**src/logic/irq_chan_cfg.svh**
```systemverilog
`ifndef IRQ_CHAN_CFG_SVH
`define IRQ_CHAN_CFG_SVH

// number of software interrupt sources
`define SOFT_IRQ_COUNT 4
// reset value of the interrupt pin field: one interrupt implemented
`define INT_PIN_RESET 8'h01
// reset value of the interrupt line field
`define INT_LINE_RESET 8'h00
// bus command code driven during the acknowledge cycle
`define IACK_CMD 4'h0
// route bit value that selects the pci output
`define ROUTE_PCI 1'b1

`endif

```
**src/logic/irq_chan_pkg.sv**
```systemverilog
package irq_chan_pkg;
	typedef logic [3:0] byte_en_t;
	typedef logic [31:0] word_t;
	typedef logic [7:0] cfg_byte_t;
	typedef enum logic [1:0] {ack_idle, ack_busy, ack_ready} ack_state_e;
endpackage

```
**src/logic/irq_route_if.sv**
```systemverilog
`timescale 1ns/1ps
`default_nettype none
// pending and route bits travel together into the output merge
interface irq_route_if;
	logic [4:0] pending;
	logic [4:0] route;
	logic pci_req;
	logic local_req;
	modport src (output pending, output route, input pci_req, input local_req);
	modport dst (input pending, input route, output pci_req, output local_req);
endinterface
`default_nettype wire

```
**src/logic/bridge_interrupt_channel.sv**
```systemverilog
`timescale 1ns/1ps
`default_nettype none
`include "irq_chan_cfg.svh"
// What this block does
// - four software sources set their pending bit and raise the routed output
// - software sources have no enable; setting always raises the interrupt
// - routed line held while software pending set; writing 1 clears it
// - interrupt activity never stalls the other channel's transactions
// - five pci status flags set the config-status pending bit and interrupt
// - master data parity flag never feeds the config-status interrupt
// - writing 1 to config-status pending clears it and drops its output
// - local acknowledge read launches pci iack; lanes from size and address
// - local address passes unchanged onto pci address during iack
// - acknowledge read is delayed: retry until data latched, then return it
// - writes to acknowledge register ignored; pci reads give zero, no cycle
// - interrupt pin field does not affect the pci interrupt output
// - interrupt line field read/write, resets to zero, holds any value
// - hardware-event interrupts need their enable; route picks the output
module bridge_interrupt_channel (
	// clock, reset, enable
	input wire logic clk_sys,
	input wire logic reset_n,
	input wire logic clk_en,
	// software sources and routes (level set by software)
	input wire logic [3:0] soft_irq_source,
	input wire logic [3:0] soft_irq_route,
	// config-status interrupt control
	input wire logic cfg_status_irq_enable,
	input wire logic cfg_status_irq_route,
	// pci status flags
	input wire logic detected_parity_err,
	input wire logic signalled_sys_err,
	input wire logic rcvd_master_abort,
	input wire logic rcvd_target_abort,
	input wire logic signalled_target_abort,
	input wire logic master_data_parity_flag,
	// write-1-to-clear strobes, one cycle
	input wire logic [3:0] soft_irq_clear,
	input wire logic cfg_status_irq_clear,
	// local access to the acknowledge register
	input wire logic local_iack_read,
	input wire logic local_iack_write,
	input wire logic [1:0] local_xfer_size,
	input wire irq_chan_pkg::word_t local_addr,
	// pci access to the acknowledge register
	input wire logic pci_iack_read,
	input wire logic pci_iack_write,
	// pci master side of the iack cycle
	input wire logic pci_iack_done,
	input wire irq_chan_pkg::word_t pci_iack_data,
	// pin and line field writes
	input wire logic int_pin_write,
	input wire irq_chan_pkg::cfg_byte_t int_pin_wdata,
	input wire logic int_line_write,
	input wire irq_chan_pkg::cfg_byte_t int_line_wdata,
	// interrupt outputs, active low
	output logic local_irq_out_n,
	output logic pci_int_n,
	// pending status
	output logic [3:0] soft_irq_pending,
	output logic cfg_status_irq_pending,
	// local answer
	output logic local_retry,
	output logic local_ack,
	output irq_chan_pkg::word_t local_rdata,
	// pci read answer
	output logic pci_ack,
	output irq_chan_pkg::word_t pci_rdata,
	// pci iack cycle request
	output logic pci_iack_req,
	output logic [3:0] pci_iack_cmd,
	output irq_chan_pkg::word_t pci_iack_addr,
	output irq_chan_pkg::byte_en_t pci_iack_lanes,
	// config fields
	output irq_chan_pkg::cfg_byte_t int_pin,
	output irq_chan_pkg::cfg_byte_t int_line
);
	import irq_chan_pkg::*;

	ack_state_e ack_state;
	word_t int_ack_launch_reg;
	logic [4:0] prev_flags;
	logic cfg_event;
	byte_en_t next_lanes;
	irq_route_if rt ();

	// only rising edges of the status flags count as events
	logic [4:0] flags;
	assign flags = {detected_parity_err, signalled_sys_err, rcvd_master_abort,
		rcvd_target_abort, signalled_target_abort};
	assign cfg_event = cfg_status_irq_enable & |(flags & ~prev_flags);

	always_ff @(posedge clk_sys) begin
		if (!reset_n) begin
			prev_flags <= 5'h00;
		end else if (clk_en) begin
			prev_flags <= flags;
		end
	end

	// software pending: set wins over clear, no enable gate
	always_ff @(posedge clk_sys) begin
		if (!reset_n) begin
			soft_irq_pending <= 4'h0;
		end else if (clk_en) begin
			soft_irq_pending <= soft_irq_source | (soft_irq_pending & ~soft_irq_clear);
		end
	end

	// a flag held high does not re-arm the bit; only a new enabled rising edge sets it again
	always_ff @(posedge clk_sys) begin
		if (!reset_n) begin
			cfg_status_irq_pending <= 1'b0;
		end else if (clk_en) begin
			cfg_status_irq_pending <= cfg_event | (cfg_status_irq_pending & ~cfg_status_irq_clear);
		end
	end

	assign rt.pending = {cfg_status_irq_pending, soft_irq_pending};
	assign rt.route = {cfg_status_irq_route, soft_irq_route};
	irq_route_merge merge (.rt(rt.dst));

	// outputs registered; independent of every transfer path
	always_ff @(posedge clk_sys) begin
		if (!reset_n) begin
			pci_int_n <= 1'b1;
			local_irq_out_n <= 1'b1;
		end else if (clk_en) begin
			pci_int_n <= ~rt.pci_req;
			local_irq_out_n <= ~rt.local_req;
		end
	end

	iack_bytes lanes (.size(local_xfer_size), .addr_lo(local_addr[1:0]), .lanes(next_lanes));

	// delayed acknowledge read: retry until pci data is latched
	always_ff @(posedge clk_sys) begin
		if (!reset_n) begin
			ack_state <= ack_idle;
			int_ack_launch_reg <= 32'h0000_0000;
			pci_iack_req <= 1'b0;
			pci_iack_cmd <= `IACK_CMD;
			pci_iack_addr <= 32'h0000_0000;
			pci_iack_lanes <= 4'h0;
			local_retry <= 1'b0;
			local_ack <= 1'b0;
			local_rdata <= 32'h0000_0000;
		end else if (clk_en) begin
			local_retry <= 1'b0;
			local_ack <= 1'b0;
			unique case (ack_state)
				ack_idle: begin
					if (local_iack_read && !local_iack_write) begin
						ack_state <= ack_busy;
						pci_iack_req <= 1'b1;
						pci_iack_addr <= local_addr;
						pci_iack_lanes <= next_lanes;
						local_retry <= 1'b1;
					end
				end
				ack_busy: begin
					if (pci_iack_done) begin
						pci_iack_req <= 1'b0;
						int_ack_launch_reg <= pci_iack_data;
						ack_state <= ack_ready;
					end
					if (local_iack_read) begin
						local_retry <= 1'b1;
					end
				end
				ack_ready: begin
					if (local_iack_read) begin
						local_ack <= 1'b1;
						local_rdata <= int_ack_launch_reg;
						ack_state <= ack_idle;
					end
				end
			endcase
		end
	end

	// pci side reads zero and never starts a cycle
	always_ff @(posedge clk_sys) begin
		if (!reset_n) begin
			pci_ack <= 1'b0;
			pci_rdata <= 32'h0000_0000;
		end else if (clk_en) begin
			pci_ack <= pci_iack_read | pci_iack_write;
			pci_rdata <= 32'h0000_0000;
		end
	end

	// config fields: plain storage
	always_ff @(posedge clk_sys) begin
		if (!reset_n) begin
			int_pin <= `INT_PIN_RESET;
			int_line <= `INT_LINE_RESET;
		end else if (clk_en) begin
			if (int_pin_write) begin
				int_pin <= int_pin_wdata;
			end
			if (int_line_write) begin
				int_line <= int_line_wdata;
			end
		end
	end
endmodule
`default_nettype wire

```
**src/logic/irq_route_merge.sv**
```systemverilog
`timescale 1ns/1ps
`default_nettype none
`include "irq_chan_cfg.svh"
// splits the pending bits by route onto the two output requests
module irq_route_merge (
	irq_route_if.dst rt
);
	import irq_chan_pkg::*;
	// the pin field is deliberately not an input here
	assign rt.pci_req = |(rt.pending & rt.route);
	assign rt.local_req = |(rt.pending & ~rt.route);
endmodule
`default_nettype wire

```
**src/logic/iack_bytes.sv**
```systemverilog
`timescale 1ns/1ps
`default_nettype none
// turns local transfer size and address low bits into pci byte enables
module iack_bytes (
	// local request shape
	input wire logic [1:0] size,
	input wire logic [1:0] addr_lo,
	// active-high lane enables
	output logic [3:0] lanes
);
	import irq_chan_pkg::*;
	// size 0 = word, 1 = byte, 2 = half, 3 = three bytes
	function automatic byte_en_t lane_mask(input logic [1:0] s, input logic [1:0] a);
		byte_en_t base;
		base = 4'h0;
		unique case (s)
			2'h1: base = 4'h1;
			2'h2: base = 4'h3;
			2'h3: base = 4'h7;
			2'h0: base = 4'hf;
		endcase
		lane_mask = byte_en_t'(base << a);
	endfunction
	assign lanes = lane_mask(size, addr_lo);
endmodule
`default_nettype wire

```
**config.mk**
```make
export PLATFORM = sky130hd
export DESIGN_NAME = bridge_interrupt_channel
export DESIGN_NICKNAME = d
export VERILOG_FILES = /design/src/logic/irq_chan_pkg.sv /design/src/logic/irq_route_if.sv /design/src/logic/bridge_interrupt_channel.sv /design/src/logic/irq_route_merge.sv /design/src/logic/iack_bytes.sv
export VERILOG_INCLUDE_DIRS = /design/src /design/src/logic
export SDC_FILE = /design/constraint.sdc
export NUM_CORES = 1
export LEC_CHECK = 0
export BUFFER_PORTS_ARGS = -buffer_cell sky130_fd_sc_hd__buf_2
export CORE_ASPECT_RATIO = 1.75
export CORE_UTILIZATION = 45
export DETAILED_ROUTE_END_ITERATION = 10
export PLACE_DENSITY = 0.76
export SETUP_SLACK_MARGIN = 0.02
export SYNTH_ARGS = -nofsm -noshare
export SYNTH_HDL_FRONTEND = slang
export SYNTH_SLANG_ARGS = --single-unit
export TNS_END_PERCENT = 20
```
**constraint.sdc**
```tcl
create_clock -name clk_sys -period 1.79 [get_ports clk_sys]
set_clock_uncertainty 0.2 [all_clocks]
set_input_delay 0.0895 -clock clk_sys [delete_from_list [all_inputs] [get_ports clk_sys]]
set_output_delay 0.0895 -clock clk_sys [all_outputs]
set_load 0.01 [all_outputs]
```
==> qor.csv <==
metric,value,unit
antenna violations before repair,0,
Remaining DRCs,0,
yosys warns,0,
Ant. Diodes,0,
period utilization,0.9606,
initial DRC count,200,
FF-to-FF Start,soft_irq_pending[0],
Avg WL per Cell,14.47,um
first drt pass iteration count,5,
chip height,149.0,um
Worst Hold Launch,clk_en,
crit path capture type,register,
Worst Hold Class,input port to register,
detailed-route via count,5632,
synth unique cells,34,
Post-synth EDFFs,0,
max-slew violation count,0,
Critical Path RT,1.92,ns
"flops & latches, synth",134,
RSZ-0062 raised after global routing,yes,
Num CTS Buffers,17,
cells after synthesis,652,
routability cong.,0.8528,
H-tree Lvls,4,
Post-CTS Setup Repair Bufs,0,
power density over the cells,863.6,nW/um^2
maxcap violations,0,
final hold vios,0,
Clock Sinks,134,
Synth Flop Type,dfxtp_1,
clk_lat worst skew,0.40,ns
clk root buf,clkbuf_16,
"Largest stage delay, worst path",0.59,ns
final core occ,0.7061,
vias per inst,4.885,
flop2flop setup slack,0.07,ns
"Async S/R FF share, synth",0,
Synth-to-Final Area Change,52.46,%
crit-path cells,a222oi_1 > dlygate4sd3_1 > a21oi_1 > o21ai_0,
number of antenna-violating nets in the routed design,0,
crit path max-delay cell type,dlygate4sd3_1,
setup violators final,0,
"Net count, final",1093,
I/O Pins,244,
Post-Route Setup TNS,0,ns
vias in the first global route,5587,
number of port buffers,206,
reg2reg path depth,4,
GRT Total Usage,0.2604,
r2r endpoint,pci_int_n,
static leakage,3.687,nW
initial core utilization,0.4632,
CTS tree,done,
worst vdd ir,0.7326,mV
Fmax achieved,581.6,MHz
die width,86.02,um
CP top delay family,buffers and inverters,
status,"finished, final reports clean",
Syn Area/Cell,8.526,um^2
DPL Wire Length,9.196,mm
Filler Cells Inserted,887,
WL final,16.68,mm
Crit Path Category,register to register,
largest net degree at the start of global routing,47,
Die Area,12820,um^2
total gr overflow,0,
first-pass GRT wire length,26.02,mm
Longest Clk Path Bufs,2,
# rows,53,
CP max FO,4,
layout cells sized above 1,0.2682,
minimum clock period,1.720,ns
worst path buffer plus inverter count,1,
sequential element share of the synthesized area,0.4826,
CP Launch Type,register,
Core ar.,12000,um^2
WHS Endpoint,pci_iack_lanes[3],
Critical Path AT,1.85,ns
Clock Pin Slew Worst Setup and Hold Paths,0.06,ns
Hold Path Stages,4,
synthesized area,5559,um^2
-- cell usage after synthesis, types with 3 or more instances --
cell | instances | area [um^2]
buf_4 | 37 | 277.8
inv_1 | 12 | 45.04
buf_6 | 6 | 67.56
dfxtp_1 | 134 | 2683
a22oi_1 | 5 | 37.54
o21ai_0 | 5 | 25.02
a222oi_1 | 3 | 30.03
a21boi_1 | 44 | 330.3
nor2_1 | 4 | 15.01
a21oi_1 | 11 | 55.05
a21boi_0 | 69 | 518.0
nand3_1 | 21 | 105.1
buf_2 | 13 | 65.06
nand2_1 | 220 | 825.8
nand2b_1 | 5 | 31.28
mux2i_1 | 5 | 50.05
ha_1 | 5 | 62.56
nor2b_1 | 13 | 81.33
clkbuf_1 | 22 | 82.58
-- power by group --
part / internal [mW] / total (mW) / leakage, nW / switching (mW)
Combinational: 0.464 / 0.869 / 2.33 / 0.405
Sequential: 3.07 / 3.12 / 1.09 / 0.0496
Clock: 2.00 / 3.33 / 0.269 / 1.33
-- worst min-delay path: stages --
cell     delay, ns
buf_2         0.20
nand2_2       0.11
nor2_4        0.05
a21oi_1       0.11
-- cells in the final DEF, fill, tap and decap left out, types with 2 or more instances in the layout --
master / count
buf_4: 11
buf_2: 205
nor2b_1: 13
nand2_1: 220
a21oi_1: 11
dfxtp_1: 133
o211a_1: 2
clkinv_2: 2
conb_1: 36
a21boi_1: 44
clkbuf_16: 17
nor2_1: 4
mux2i_1: 5
ha_1: 4
inv_6: 4
nand2b_1: 5
nand3_1: 21
a21boi_0: 69
buf_12: 7
clkinvlp_4: 5
a22oi_1: 5
a211oi_1: 2
a222oi_1: 3
dlygate4sd3_1: 124
clkbuf_8: 2
inv_1: 12
o21ai_0: 4
and3_2: 2
-- layer usage --
layer	routed length (um)	track usage	vias to the layer above
met5	0	0	-
met4	853	0.1767	0
met1	6090	0.2586	2592
met2	8908	0.4730	267
li1	-	-	2702
met3	829	0.05700	71
-- cell type report --
cell class	instances	area (um^2)	share of cell area
clock buffer	19	452.9	0.05344
sequential	134	2684	0.3167
clock inverter	13	121.4	0.01432
timing repair buffer	347	2490	0.2938
tap	165	206.4	0.02436
multi-input combinational	463	2476	0.2921
inverter	12	45.04	0.005314
-- through the flow --
step	cell area (um^2)	power, mW	hold WS (ns)	cells	setup slack (ns)
after floorplan	5690	3.579	0.02433	687	0.1617
after global routing	8476	7.580	0.02723	1153	0.01075
after CTS	8478	7.329	0.0003918	1154	0.03536
after detailed placement	6653	3.796	0.1341	997	0.04011
after global placement	6653	3.788	0.1307	997	0.1032
final	8476	7.319	0.01681	1153	0.07047
-- kinds of logic (layout without fill, tap and decap cells) --
| group | after synthesis | after routing | synth area share |
|---|---|---|---|
| simple gates | 272 | 272 | 0.2048 |
| compound gates | 145 | 145 | 0.1949 |
| flops | 134 | 134 | 0.4826 |
| buf+inv | 90 | 391 | 0.09678 |
| fa+ha+maj | 5 | 5 | 0.01125 |
| mux | 5 | 5 | 0.009003 |
| other cells | 1 | 36 | 0.0006746 |
-- how the worst max path moves through the flow --
stage | slack, ns | cells after the start | start | endpoint
global placement | 0.10 | 6 | ack_state[1] | ack_state[0]
floorplan | 0.16 | 6 | ack_state[1] | ack_state[0]
global route | 0.01 | 4 | soft_irq_pending[0] | pci_int_n
CTS | 0.04 | 6 | ack_state[1] | ack_state[0]
finish | 0.07 | 4 | soft_irq_pending[0] | pci_int_n
detailed placement | 0.04 | 6 | ack_state[1] | ack_state[0]
-- timing repair --
item	4_1_cts	5_1_grt
setup endpoints to repair	0	24
hold endpoints to repair	103	0
hold buffers	125	0
gates resized for setup	0	4
Power figures use the tool's default switching activity.
